===== src/rtl/irig_b_defines.svh =====
// How it works
// - One full frame every second, restarted each second.
// - One hundred 10 ms element slots per frame.
// - Position identifier once in every ten slots.
// - Double position identifier marks the next on-time.
// - Every element starts high at its slot start.
// - Marker, zero or uncoded element lasts 2 ms.
// - Binary one element lasts 5 ms.
// - Position identifier element lasts 8 ms.
// - BCD seconds, minutes, hours, day of year, yearly wrap.
// - BCD from slot 1: 7, 7, 6, 10 coded elements.
// - Marker between digits; least significant first.
// - 17-bit binary seconds since midnight, daily wrap.
// - Binary seconds from slot 80, identifier after ninth.
// - Control field fills slots 50 to 78.
// - Slot 55 is one while radio synchronized.
// - Slots 60 to 63 carry year units, LSB first.
// - Slots 65 to 68 carry year tens, LSB first.
// - Unused control slots are sent as zero.
// - Signature control silences output while sync lost.
// - Amplitude form keys a 1 kHz carrier.
// - Pulse form 10 ms, amplitude form 1 ms resolution.
`ifndef IRIG_B_DEFINES_SVH
`define IRIG_B_DEFINES_SVH

`define IRIG_CLK_PERIOD_NS  10
`define IRIG_MS_TIME_NS     1000000
`define IRIG_SLOTS          7'h64
`define IRIG_MS_PER_SLOT    4'ha
`define IRIG_WIDTH_ZERO_MS  4'h2
`define IRIG_WIDTH_ONE_MS   4'h5
`define IRIG_WIDTH_PID_MS   4'h8
`define IRIG_POS_SYNC       55
`define IRIG_POS_YEAR_UNITS 60
`define IRIG_POS_YEAR_TENS  65
`define IRIG_POS_SBS_LOW    80
`define IRIG_POS_SBS_HIGH   90

`define IRIG_ADDR_CTRL      12'h000
`define IRIG_ADDR_TIME_SET  12'h004
`define IRIG_ADDR_DATE_SET  12'h008
`define IRIG_ADDR_STATUS    12'h00c
`define IRIG_ADDR_TIME_NOW  12'h010
`define IRIG_ADDR_DATE_NOW  12'h014

`define IRIG_CTRL_RUN       0
`define IRIG_CTRL_SIG_PWC   1
`define IRIG_CTRL_SIG_AM    2
`define IRIG_CTRL_RESET     3'h0
`define IRIG_DAY_RESET      9'h001

`endif


===== src/rtl/irig_b_pkg.sv =====
package irig_b_pkg;

  typedef struct packed {
    logic [6:0] year;
    logic [8:0] day;
    logic [4:0] hour;
    logic [5:0] minute;
    logic [5:0] second;
  } tod_t;

  typedef struct packed {
    logic [99:0] one_bits;
    logic [99:0] pid_bits;
  } frame_t;

  typedef enum logic [1:0] {
    APB_IDLE = 2'b01,
    APB_DONE = 2'b10
  } apb_state_t;

endpackage


===== src/rtl/irig_b_time_code_generator.sv =====
`timescale 1ns/1ps
`include "irig_b_defines.svh"

module irig_b_time_code_generator #(
  parameter int MS_CYCLES = `IRIG_MS_TIME_NS / `IRIG_CLK_PERIOD_NS
) (
  input  wire logic        I_CLK,
  input  wire logic        I_SRST,
  input  wire logic        I_SYNC_LOCKED,
  input  wire logic        PSEL,
  input  wire logic        PENABLE,
  input  wire logic        PWRITE,
  input  wire logic [11:0] PADDR,
  input  wire logic [31:0] PWDATA,
  output logic      [31:0] PRDATA,
  output logic             PREADY,
  output logic             PSLVERR,
  output logic             O_PWC,
  output logic             O_AM_CARRIER,
  output logic             O_AM_MARK,
  output logic             O_FRAME_START
);

  // Converts a value below 1000 to three packed BCD digits.
  function automatic logic [11:0] to_bcd(input logic [9:0] v);
    logic [9:0] u;
    logic [9:0] t;
    logic [9:0] h;
    u = v % 10'd10;
    t = (v / 10'd10) % 10'd10;
    h = v / 10'd100;
    return {h[3:0], t[3:0], u[3:0]};
  endfunction

  // Advances the time of year by one second.
  function automatic irig_b_pkg::tod_t next_tod(input irig_b_pkg::tod_t t);
    irig_b_pkg::tod_t n;
    logic             leap;
    n = t;
    leap = (t.year[1:0] == 2'b00);
    if (t.second != 6'd59)
    begin
      n.second = t.second + 6'd1;
    end
    else
    begin
      n.second = 6'd0;
      if (t.minute != 6'd59)
      begin
        n.minute = t.minute + 6'd1;
      end
      else
      begin
        n.minute = 6'd0;
        if (t.hour != 5'd23)
        begin
          n.hour = t.hour + 5'd1;
        end
        else
        begin
          n.hour = 5'd0;
          if (t.day < (leap ? 9'd366 : 9'd365))
          begin
            n.day = t.day + 9'd1;
          end
          else
          begin
            n.day = 9'd1;
            n.year = (t.year == 7'd99) ? 7'd0 : t.year + 7'd1;
          end
        end
      end
    end
    return n;
  endfunction

  // Builds the element pattern of one frame from the time it stands for.
  function automatic irig_b_pkg::frame_t encode(input irig_b_pkg::tod_t t,
                                                input logic synced);
    irig_b_pkg::frame_t f;
    logic [11:0]        s_bcd;
    logic [11:0]        m_bcd;
    logic [11:0]        h_bcd;
    logic [11:0]        d_bcd;
    logic [11:0]        y_bcd;
    logic [16:0]        sbs;
    logic               year_units_weight_one;
    logic               year_units_weight_two;
    logic               year_units_weight_four;
    logic               year_units_weight_eight;
    logic               year_tens_weight_ten;
    logic               year_tens_weight_twenty;
    logic               year_tens_weight_forty;
    logic               year_tens_weight_eighty;
    f = '0;
    s_bcd = to_bcd({4'h0, t.second});
    m_bcd = to_bcd({4'h0, t.minute});
    h_bcd = to_bcd({5'h00, t.hour});
    d_bcd = to_bcd({1'b0, t.day});
    y_bcd = to_bcd({3'h0, t.year});
    sbs = 17'(t.hour) * 17'd3600 + 17'(t.minute) * 17'd60 + 17'(t.second);
    f.pid_bits[0] = 1'b1;
    for (int k = 9; k < 100; k += 10)
    begin
      f.pid_bits[k] = 1'b1;
    end
    // Slots 5, 14, 24 and 34 are the index markers between digits.
    f.one_bits[4:1] = s_bcd[3:0];
    f.one_bits[8:6] = s_bcd[6:4];
    f.one_bits[13:10] = m_bcd[3:0];
    f.one_bits[17:15] = m_bcd[6:4];
    f.one_bits[23:20] = h_bcd[3:0];
    f.one_bits[26:25] = h_bcd[5:4];
    f.one_bits[33:30] = d_bcd[3:0];
    f.one_bits[38:35] = d_bcd[7:4];
    f.one_bits[41:40] = d_bcd[9:8];
    // Control slots 50 to 78 stay zero apart from status and year.
    f.one_bits[`IRIG_POS_SYNC] = synced;
    // Year digits go out as separate weighted bits, lowest weight first.
    year_units_weight_one = y_bcd[0];
    year_units_weight_two = y_bcd[1];
    year_units_weight_four = y_bcd[2];
    year_units_weight_eight = y_bcd[3];
    year_tens_weight_ten = y_bcd[4];
    year_tens_weight_twenty = y_bcd[5];
    year_tens_weight_forty = y_bcd[6];
    year_tens_weight_eighty = y_bcd[7];
    f.one_bits[`IRIG_POS_YEAR_UNITS] = year_units_weight_one;
    f.one_bits[`IRIG_POS_YEAR_UNITS + 1] = year_units_weight_two;
    f.one_bits[`IRIG_POS_YEAR_UNITS + 2] = year_units_weight_four;
    f.one_bits[`IRIG_POS_YEAR_UNITS + 3] = year_units_weight_eight;
    f.one_bits[`IRIG_POS_YEAR_TENS] = year_tens_weight_ten;
    f.one_bits[`IRIG_POS_YEAR_TENS + 1] = year_tens_weight_twenty;
    f.one_bits[`IRIG_POS_YEAR_TENS + 2] = year_tens_weight_forty;
    f.one_bits[`IRIG_POS_YEAR_TENS + 3] = year_tens_weight_eighty;
    f.one_bits[`IRIG_POS_SBS_LOW +: 9] = sbs[8:0];
    f.one_bits[`IRIG_POS_SBS_HIGH +: 8] = sbs[16:9];
    return f;
  endfunction

  logic [16:0]            cyc_q;
  logic [16:0]            cyc_d;
  logic [3:0]             ms_q;
  logic [3:0]             ms_d;
  logic [6:0]             slot_q;
  logic [6:0]             slot_d;
  logic [2:0]             ctrl_q;
  logic [2:0]             ctrl_d;
  logic                   run_q;
  irig_b_pkg::tod_t       tod_q;
  irig_b_pkg::tod_t       tod_d;
  irig_b_pkg::tod_t       set_q;
  irig_b_pkg::tod_t       set_d;
  logic                   load_q;
  logic                   load_d;
  irig_b_pkg::frame_t     frame_q;
  irig_b_pkg::frame_t     frame_d;
  irig_b_pkg::apb_state_t apb_q;
  irig_b_pkg::apb_state_t apb_d;
  logic [31:0]            rdata_d;
  logic                   slverr_d;

  wire logic              ms_tick;
  wire logic              slot_end;
  wire logic              frame_end;
  wire logic              frame_start;
  wire irig_b_pkg::tod_t  tod_next;
  wire logic [3:0]        width_ms;
  wire logic              pulse_on;
  wire logic              carrier_on;
  wire logic              kill_pwc;
  wire logic              kill_am;
  wire logic              apb_access;
  wire logic              apb_write;
  wire logic              sel_ctrl;
  wire logic              sel_time_set;
  wire logic              sel_date_set;
  wire logic              sel_status;
  wire logic              sel_time_now;
  wire logic              sel_date_now;
  wire logic              sel_any;

  // Millisecond, slot and frame timing.
  assign ms_tick = (cyc_q == 17'(MS_CYCLES - 1));
  assign slot_end = ms_tick && (ms_q == `IRIG_MS_PER_SLOT - 4'h1);
  assign frame_end = slot_end && (slot_q == `IRIG_SLOTS - 7'h1);
  assign frame_start = frame_end || (ctrl_q[`IRIG_CTRL_RUN] && !run_q);

  assign cyc_d = (!run_q || ms_tick) ? 17'h00000 : cyc_q + 17'h00001;
  assign ms_d = (!run_q || slot_end) ? 4'h0 : (ms_tick ? ms_q + 4'h1 : ms_q);
  assign slot_d = (!run_q || frame_end) ? 7'h00 : (slot_end ? slot_q + 7'h01 : slot_q);

  // Time keeping: a software load wins over the one-second step.
  assign tod_next = load_q ? set_q : next_tod(tod_q);
  assign tod_d = (frame_end || (!run_q && load_q)) ? tod_next : tod_q;

  // The sync status bit is taken once, as the frame is built.
  // The new frame is latched at its own on-time edge from the time it carries.
  assign frame_d = frame_start ? encode(frame_end ? tod_next : tod_q, I_SYNC_LOCKED)
                               : frame_q;

  // Pulse width chosen per slot, measured from the slot's leading edge.
  assign width_ms = frame_q.pid_bits[slot_q] ? `IRIG_WIDTH_PID_MS :
                    frame_q.one_bits[slot_q] ? `IRIG_WIDTH_ONE_MS :
                                               `IRIG_WIDTH_ZERO_MS;
  assign pulse_on = run_q && (ms_q < width_ms);
  assign carrier_on = run_q && (cyc_q < 17'(MS_CYCLES / 2));
  // Muting keys only the mark; the carrier runs on so receivers keep lock.
  assign kill_pwc = ctrl_q[`IRIG_CTRL_SIG_PWC] && !I_SYNC_LOCKED;
  assign kill_am = ctrl_q[`IRIG_CTRL_SIG_AM] && !I_SYNC_LOCKED;

  // Register bus decode; one wait state before every answer.
  assign apb_access = PSEL && PENABLE && (apb_q == irig_b_pkg::APB_DONE);
  assign apb_write = apb_access && PWRITE && !slverr_d;
  assign sel_ctrl = (PADDR == `IRIG_ADDR_CTRL);
  assign sel_time_set = (PADDR == `IRIG_ADDR_TIME_SET);
  assign sel_date_set = (PADDR == `IRIG_ADDR_DATE_SET);
  assign sel_status = (PADDR == `IRIG_ADDR_STATUS);
  assign sel_time_now = (PADDR == `IRIG_ADDR_TIME_NOW);
  assign sel_date_now = (PADDR == `IRIG_ADDR_DATE_NOW);
  assign sel_any = sel_ctrl || sel_time_set || sel_date_set || sel_status ||
                   sel_time_now || sel_date_now;

  // The first access cycle arms the answer and the next one carries it.
  always_comb
  begin
    apb_d = irig_b_pkg::APB_IDLE;
    case (apb_q)
      irig_b_pkg::APB_IDLE:
      begin
        if (PSEL && PENABLE)
        begin
          apb_d = irig_b_pkg::APB_DONE;
        end
      end
      irig_b_pkg::APB_DONE:
      begin
        apb_d = irig_b_pkg::APB_IDLE;
      end
      default:
      begin
        apb_d = irig_b_pkg::APB_IDLE;
      end
    endcase
  end

  assign ctrl_d = (apb_write && sel_ctrl) ? PWDATA[2:0] : ctrl_q;

  always_comb
  begin
    set_d = set_q;
    if (apb_write && sel_time_set)
    begin
      set_d.second = PWDATA[5:0];
      set_d.minute = PWDATA[13:8];
      set_d.hour = PWDATA[20:16];
    end
    else if (apb_write && sel_date_set)
    begin
      set_d.day = PWDATA[8:0];
      set_d.year = PWDATA[22:16];
    end
  end

  // A fresh write re-arms the load in the same cycle that the old one is used.
  assign load_d = (apb_write && (sel_time_set || sel_date_set)) ||
                  (load_q && !frame_end && run_q);

  always_comb
  begin
    rdata_d = 32'h00000000;
    slverr_d = 1'b0;
    if (sel_ctrl)
    begin
      rdata_d = {29'h00000000, ctrl_q};
    end
    else if (sel_time_set)
    begin
      rdata_d = {11'h000, set_q.hour, 2'h0, set_q.minute, 2'h0, set_q.second};
    end
    else if (sel_date_set)
    begin
      rdata_d = {9'h000, set_q.year, 7'h00, set_q.day};
    end
    else if (sel_status)
    begin
      rdata_d = {17'h00000, slot_q, 5'h00, run_q, load_q, I_SYNC_LOCKED};
    end
    else if (sel_time_now)
    begin
      rdata_d = {11'h000, tod_q.hour, 2'h0, tod_q.minute, 2'h0, tod_q.second};
    end
    else if (sel_date_now)
    begin
      rdata_d = {9'h000, tod_q.year, 7'h00, tod_q.day};
    end
    else
    begin
      slverr_d = 1'b1;
    end
  end

  always_ff @(posedge I_CLK)
  begin
    if (I_SRST)
    begin
      cyc_q <= 17'h00000;
      ms_q <= 4'h0;
      slot_q <= 7'h00;
      ctrl_q <= `IRIG_CTRL_RESET;
      run_q <= 1'b0;
      tod_q <= '{year: 7'h00, day: `IRIG_DAY_RESET, hour: 5'h00, minute: 6'h00,
                 second: 6'h00};
      set_q <= '{year: 7'h00, day: `IRIG_DAY_RESET, hour: 5'h00, minute: 6'h00,
                 second: 6'h00};
      load_q <= 1'b0;
      frame_q <= '0;
      apb_q <= irig_b_pkg::APB_IDLE;
    end
    else
    begin
      cyc_q <= cyc_d;
      ms_q <= ms_d;
      slot_q <= slot_d;
      ctrl_q <= ctrl_d;
      run_q <= ctrl_q[`IRIG_CTRL_RUN];
      tod_q <= tod_d;
      set_q <= set_d;
      load_q <= load_d;
      frame_q <= frame_d;
      apb_q <= apb_d;
    end
  end

  // Bus answer registers.
  always_ff @(posedge I_CLK)
  begin
    if (I_SRST)
    begin
      PRDATA <= 32'h00000000;
      PREADY <= 1'b0;
      PSLVERR <= 1'b0;
    end
    else
    begin
      PREADY <= (apb_d == irig_b_pkg::APB_DONE);
      PSLVERR <= (apb_d == irig_b_pkg::APB_DONE) && slverr_d;
      PRDATA <= (apb_d == irig_b_pkg::APB_DONE && !PWRITE) ? rdata_d : 32'h00000000;
    end
  end

  // Code outputs, one clock behind the timing counters.
  always_ff @(posedge I_CLK)
  begin
    if (I_SRST)
    begin
      O_PWC <= 1'b0;
      O_AM_CARRIER <= 1'b0;
      O_AM_MARK <= 1'b0;
      O_FRAME_START <= 1'b0;
    end
    else
    begin
      O_PWC <= pulse_on && !kill_pwc;
      O_AM_CARRIER <= carrier_on;
      O_AM_MARK <= pulse_on && !kill_am;
      O_FRAME_START <= run_q && (ms_q == 4'h0) && (cyc_q == 17'h00000) &&
                       (slot_q == 7'h00);
    end
  end

endmodule


===== config.mk =====
export PLATFORM = sky130hd
export DESIGN_NAME = irig_b_time_code_generator
export DESIGN_NICKNAME = d
export VERILOG_FILES = /design/src/rtl/irig_b_pkg.sv /design/src/rtl/irig_b_time_code_generator.sv
export VERILOG_INCLUDE_DIRS = /design/src /design/src/rtl
export SDC_FILE = /design/constraint.sdc
export NUM_CORES = 1
export LEC_CHECK = 0
export ABC_AREA = 0
export BUFFER_PORTS_ARGS = -buffer_cell sky130_fd_sc_hd__buf_2
export CAP_MARGIN = 20
export CORE_ASPECT_RATIO = 2
export CORE_UTILIZATION = 25
export CTS_BUF_LIST = sky130_fd_sc_hd__clkbuf_4 sky130_fd_sc_hd__clkbuf_8 sky130_fd_sc_hd__clkbuf_16
export DETAILED_ROUTE_END_ITERATION = 16
export HOLD_SLACK_MARGIN = 0.15
export PLACE_DENSITY_LB_ADDON = 0.08
export SLEW_MARGIN = 25
export SYNTH_ARGS = -nofsm -noshare
export SYNTH_HDL_FRONTEND = slang
export SYNTH_SLANG_ARGS = --single-unit

===== constraint.sdc =====
create_clock -name I_CLK -period 19.05 [get_ports I_CLK]
set_input_delay 3.81 -clock I_CLK [delete_from_list [all_inputs] [get_ports I_CLK]]
set_output_delay 3.81 -clock I_CLK [all_outputs]
set_load 0.02 [all_outputs]

* Word-level counts from Yosys, hierarchy flattened
Index checks and enable logic that the tools add are counted.
** Operators by class
- Eq/ne operators :: 15
- Multipliers :: 2
- Bitwise gates (word level) :: 2
- Divide/modulo/power cells :: 16
- Reductions and logical operators :: 53
- Order comparisons :: 4
- Muxes and demuxes :: 32
- $add $sub $neg :: 10
** Operator list (count)
- $mux W23 :: 4
- $mux W33 :: 2
- $mod A10 B4 Y10 const B :: 5
- $mux W21 :: 2
- $mux W27 :: 1
- $logic_and A1 B1 Y1 :: 25
- $eq A12 B4 Y1 const B :: 2
- $eq A12 B5 Y1 const B :: 2
- $div A6 B4 Y10 const B :: 2
- $mod A6 B4 Y10 const B :: 2
- $add A17 B1 Y17 const B :: 1
- $add A17 B12 Y17 :: 1
- $add A17 B6 Y17 :: 1
- $eq A17 B17 Y1 const B :: 1
- $logic_not A17 Y1 :: 1
- $lt A17 B16 Y1 const B :: 1
- $mux W16 :: 1
- $add A7 B1 Y7 const B :: 2
- $bmux W1 S7 :: 2
- $eq A7 B7 Y1 const B :: 2
- $mux W7 :: 2
- $mul A5 B8 Y13 const B :: 1
- $add A6 B1 Y6 const B :: 2
- $eq A12 B3 Y1 const B :: 1
- other kinds (39) :: 68
** Word-level totals
- Flip-flop bits (word level) :: 196
- Logic and storage cells :: 164
- Input port bits :: 50
- Output and inout bits :: 38

* Logic depth before layout (Yosys ltp)
- Depth after elaboration :: 12
- Depth in mapped cells :: 31
- Depth with buffers taken out :: 30

* Worst setup path before layout
No wires, ideal clock.
- Path kind :: register to register
- From :: reg load_q
- To :: reg frame_q[197] (netlist name)
- Path buffers :: 6
- Stages on the path, launching flop included :: 31
- Data arrival time :: 6.563 ns
- Path slack :: 12.401 ns
- Library setup time :: 0.086 ns
- Period minus slack after synthesis :: 6.649 ns
- Cells stage by stage :: dfxtp_1 > clkbuf_1 > clkbuf_1 > buf_1 > clkbuf_1 > buf_1 > clkbuf_1 > nand2_1 > o41ai_1 > a21oi_1 > fa_1 > inv_1 > fa_1 > inv_1 > fa_1 > fa_1 > inv_1 > ha_1 > a21oi_1 > o21bai_1 > a21oi_1 > o21bai_1 > a21oi_1 > nor2b_1 > o21ai_0 > nand2b_1 > a21oi_1 > nor2_1 > nand3_1 > xnor2_1 > a211oi_1
** On the way
- Cells in the longest elaborated chain, start to end :: 5
- Elaborated cells between the ends (all ways) :: 6
- Those cells by class :: add/sub: 2; mul: 2; mux: 2
** RTL lines
- start, declared :: RTL line irig_b_time_code_generator.sv:154 : logic load_q;
- start signal, assigned :: RTL line irig_b_time_code_generator.sv:329 : load_q <= load_d;
- $mux W33 * :: RTL line irig_b_time_code_generator.sv:194 : assign tod_next = load_q ? set_q : next_tod(tod_q);
- $mux W33 * :: RTL line irig_b_time_code_generator.sv:199 : assign frame_d = frame_start ? encode(frame_end ? tod_next : tod_q, I_SYNC_LOCKED)
- $mul A5 B8 Y13 or $mul A6 B4 Y10 (tied branches) :: RTL line irig_b_time_code_generator.sv:101 : sbs = 17'(t.hour) * 17'd3600 + 17'(t.minute) * 17'd60 + 17'(t.second);
- $add A17 B12 Y17 :: RTL line irig_b_time_code_generator.sv:101
- $add A17 B6 Y17 * :: RTL line irig_b_time_code_generator.sv:101
- end signal, assigned :: RTL line irig_b_time_code_generator.sv:330 : frame_q <= frame_d;
- end, declared :: RTL line irig_b_time_code_generator.sv:156 : irig_b_pkg::frame_t frame_q;
Mark *: on every way between the ends. The rest lies on a longest branch, timed or not.
A chain may end at the register's enable or synchronous reset.

* Worst setup path in the final report
- From :: reg slot_q[1]
- To :: reg frame_q[197] (netlist name)
** On the way
- Cells in the longest elaborated chain, start to end :: 6
- Elaborated cells between the ends (all ways) :: 8
- Those cells by class :: add/sub: 2; mul: 2; eq/ne: 1; mux: 1; reduce/logical: 2
** RTL lines
- start, declared :: RTL line irig_b_time_code_generator.sv:145 : logic [6:0] slot_q;
- start signal, assigned :: RTL line irig_b_time_code_generator.sv:324 : slot_q <= slot_d;
- $eq A7 B7 Y1 * :: RTL line irig_b_time_code_generator.sv:186 : assign frame_end = slot_end && (slot_q == `IRIG_SLOTS - 7'h1);
- $logic_and A1 B1 Y1 * :: RTL line irig_b_time_code_generator.sv:186
- $mux W33 :: RTL line irig_b_time_code_generator.sv:199
- $mul A5 B8 Y13 or $mul A6 B4 Y10 (tied branches) :: RTL line irig_b_time_code_generator.sv:101
- $add A17 B12 Y17 :: RTL line irig_b_time_code_generator.sv:101
- $add A17 B6 Y17 :: RTL line irig_b_time_code_generator.sv:101
Marked as above.

==> metrics.md <==
| Metric | Value |
|---|---|
| Run status | completed |
| Fillers | approximately 6000 |
| Post-synthesis mux area share | ~3.7% |
| Ys async rst share | 0% |
| CTS sink count | about 180 |
| Iteration-0 DRC Markers | between 800 and 900 |
| DP Wirelength | 41.0 mm |
| Setup tns final | 0 ps |
| Flops & latches, synth | around 180 |
| Slowest cell on crit path | or4_1 |
| Total track usage | between 10% and 20% |
| Layout area overhead | 11.6% |
| Total power per unit cell area | between 50 and 60 nW/um2 |
| Clock latency on the worst-skew pair | roughly 470 ps |
| Avg WL per Cell | approximately 21 um |
| CP Capture Type | flip-flop |
| Clock Tree Root | clkbuf_16 |
| Antenna Cells | 0 |
| Initial Util | 25.3% |
| Final net count | approximately 2000 |
| Pre-Repair DR Iteration Count | 5 |
| Cell area after layout | roughly 15000 um2 |
| Largest net degree at the start of global routing | 61 |
| Setup bufs post-CTS | 0 |
| Worst hold slack | 453 ps |
| Static leakage | about 5.8 nW |
| Die ar. | between 50000 and 60000 um2 |
| Die X | 168 um |
| CTS clk-pin slew, worst paths | ~80 ps |
| Achievable clock frequency | roughly 130 MHz |
| Critical Path AT | 7860 ps |
| Startpoint types | flip-flop |
| Tcrit/Tclk final | 39.3% |
| Antenna violations before repair | 0 |
| Commonest non-fill, non-tap cell in the layout | nand2_1 |
| Worst slack at placement | ~11000 ps |
| Compound-cell area share of the yosys netlist | between 20% and 30% |
| Total gr overflow | 0 |
| Final worst slack | between 10000 and 15000 ps |
| CTS tree | yes |
| EDFF count, synth | 0 |
| Final Wtd Congestion | about 0.84 |
| Fin. Hold Viols | 0 |
| I/O pins | 88 |
| Post-CTS sizing | 0 |
| Placement Cell Area | roughly 15000 um2 |
| Via count | between 10000 and 15000 |
| Worst-path fanout max | 26 |
| Post-synthesis adder-cell area fraction | approximately 11% |
| Overall power | 0.829 mW |
| Worst clock skew | ~14 ps |
| Vias per cell | roughly 5.3 |
| DRC | 0 |
| Simple-gate portion of the synthesized area | a little under a quarter |
| Post-synthesis average cell area | 7.65 um2 |
| Vias in the first global route | around 13000 |
| CTS H-tree lvls | 4 |
| Post-cts hold buffer count | 0 |
| Max Cap Viol | 0 |
| Syn Inst Count | 1800 |
| VDD IR-drop max | 46.6 uV |
| Worst path most repeated cell | a21oi_1 |
| Unrepaired setup endpoints after global routing | false |
| Vert. Die Dim | 334 um |
| Setup CP Type | reg -> reg |
| Std cell rows | about 120 |
| Layout cells sized above 1 | between 10% and 20% |
| CTS buffer count | 17 |
| Final setup vio count | 0 |
| First-pass GRT wire length | 81.8 mm |
| Worst Tran Pin Value | slightly above 1000 ps |
| Most frequent cells in the layout | nand2_1 (233), nor2_1 (203), dfxtp_1 (183) |
| Core Box Area | 54500 um2 |
| Max-slew violation count | 0 |
| Yosys cell types | approximately 100 |
| Clk buf depth | 2 |
| IO Port Bufs | 66 |
| Post-synth top flop | dfxtp_1 |
| Final ANT Viol Nets | 0 |
| Critical Path RT | approximately 19000 ps |
| Max_slew headroom | between 30% and 40% |
| Max stage delay on crit path | about 760 ps |
| Period minus WS final | approximately 7500 ps |
| Total routed wirelength | 53.5 mm |
| Mapped cell area | roughly 14000 um2 |
| Hold WC Path Type | reg -> reg |
| Post-synthesis xor/xnor area fraction | 4.70% |
| Yosys warning count | 0 |
| Largest family of logic cells by synthesized area | compound AO/OA/AOI/OAI gates |
| Sequential fraction of the synthesis area | a little over a quarter |
==> power by group <==
| part | leakage (nW) | internal, mW | total, mW | switching [mW] |
|---|---|---|---|---|
| clock network | 0.335 | 0.245 | 0.428 | 0.183 |
| logic | 3.93 | 0.00411 | 0.0164 | 0.0122 |
| registers | 1.48 | 0.384 | 0.385 | 0.000144 |
| total | 5.75 | 0.634 | 0.829 | 0.195 |
==> per-stage QoR <==
step | std cells | util, %
after floorplan | 1809 | -
after global placement | 2458 | 26.9
after detailed placement | 2459 | 27.0
after CTS | 2491 | 28.2
after global routing | 2491 | 28.2
final | 2491 | 28.2
==> flip-flops by register name, indices dropped and copies added, names as in the netlist <==
| signal | cells |
|---|---|
| ctrl_q | 3 |
| PSLVERR | 1 |
| tod_q | 33 |
| O_PWC | 1 |
| set_q | 33 |
| cyc_q | 17 |
| O_FRAME_START | 1 |
| ms_q | 4 |
| slot_q | 7 |
| run_q | 1 |
| O_AM_MARK | 1 |
| PRDATA | 22 |
| frame_q | 56 |
| apb_q | 2 |
| O_AM_CARRIER | 1 |
| load_q | 1 |
==> per-layer routing <==
layer / GRT usage [%] / vias to the layer above / share of wire [%]
met2: 39.7 / 224 / 57
li1: - / 6429 / -
met5: 0 / - / 0
met4: 8.84 / 0 / 4.0
met1: 19.2 / 6444 / 37
met3: 1.54 / 74 / 1.7
==> worst max-delay path, delay by kind of cell, from the launching register on <==
kind | cells | cell delay, ps
buffers and inverters | 5 | 860
DFF | 1 | 310
adders and majority gates | 6 | 2690
and+or+nand+nor | 7 | 1820
AOI/OAI and AO/OA | 9 | 1640
xor gates and xnor gates | 1 | 70
==> path summary, 6_finish.rpt <==
path | cells after the start | from | to | slack, ps
setup / recovery | 28 | slot_q[1] | frame_q[197] | 11570
hold / removal | 2 | frame_q[161] | frame_q[161] | 450
setup reg to reg | 28 | slot_q[1] | frame_q[197] | 11570
hold reg to reg | 2 | frame_q[161] | frame_q[161] | 450
==> cell usage after synthesis (all sizes together) (27+ instances only) <==
cell	n	area, um2
nand2	234	886
nor2	204	768
dfxtp	184	3680
a21oi	169	850
ha	95	1190
o21ai	87	435
clkbuf	82	308
inv	82	310
nand3	50	255
xnor2	47	412
nor3	41	231
a211oi	40	315
buf	39	248
mux2i	30	300
xor2	27	236
==> kinds of logic (layout without fill, tap and decap cells) <==
group           after synthesis  count (layout)
compound gates              508             508
other cells                   1              10
flops                       184             184
xor+xnor                     74              74
simple gates                669             669
fa+ha+maj                   118             118
mux                          42              42
buf+inv                     204             210
==> layout make-up <==
| cell class | count | area [um2] | area share, % |
|---|---|---|---|
| flip-flops and latches | 184 | 3680 | 24.0 |
| well taps | 676 | 846 | 5.50 |
| inverters | 83 | 314 | 2.04 |
| clock buffers | 19 | 453 | 2.95 |
| clock inverters | 13 | 228 | 1.48 |
| repair buffers | 95 | 551 | 3.58 |
| multi-input cells | 1421 | 9300 | 60.5 |
No activity file was read; power rests on OpenSTA's default activity.
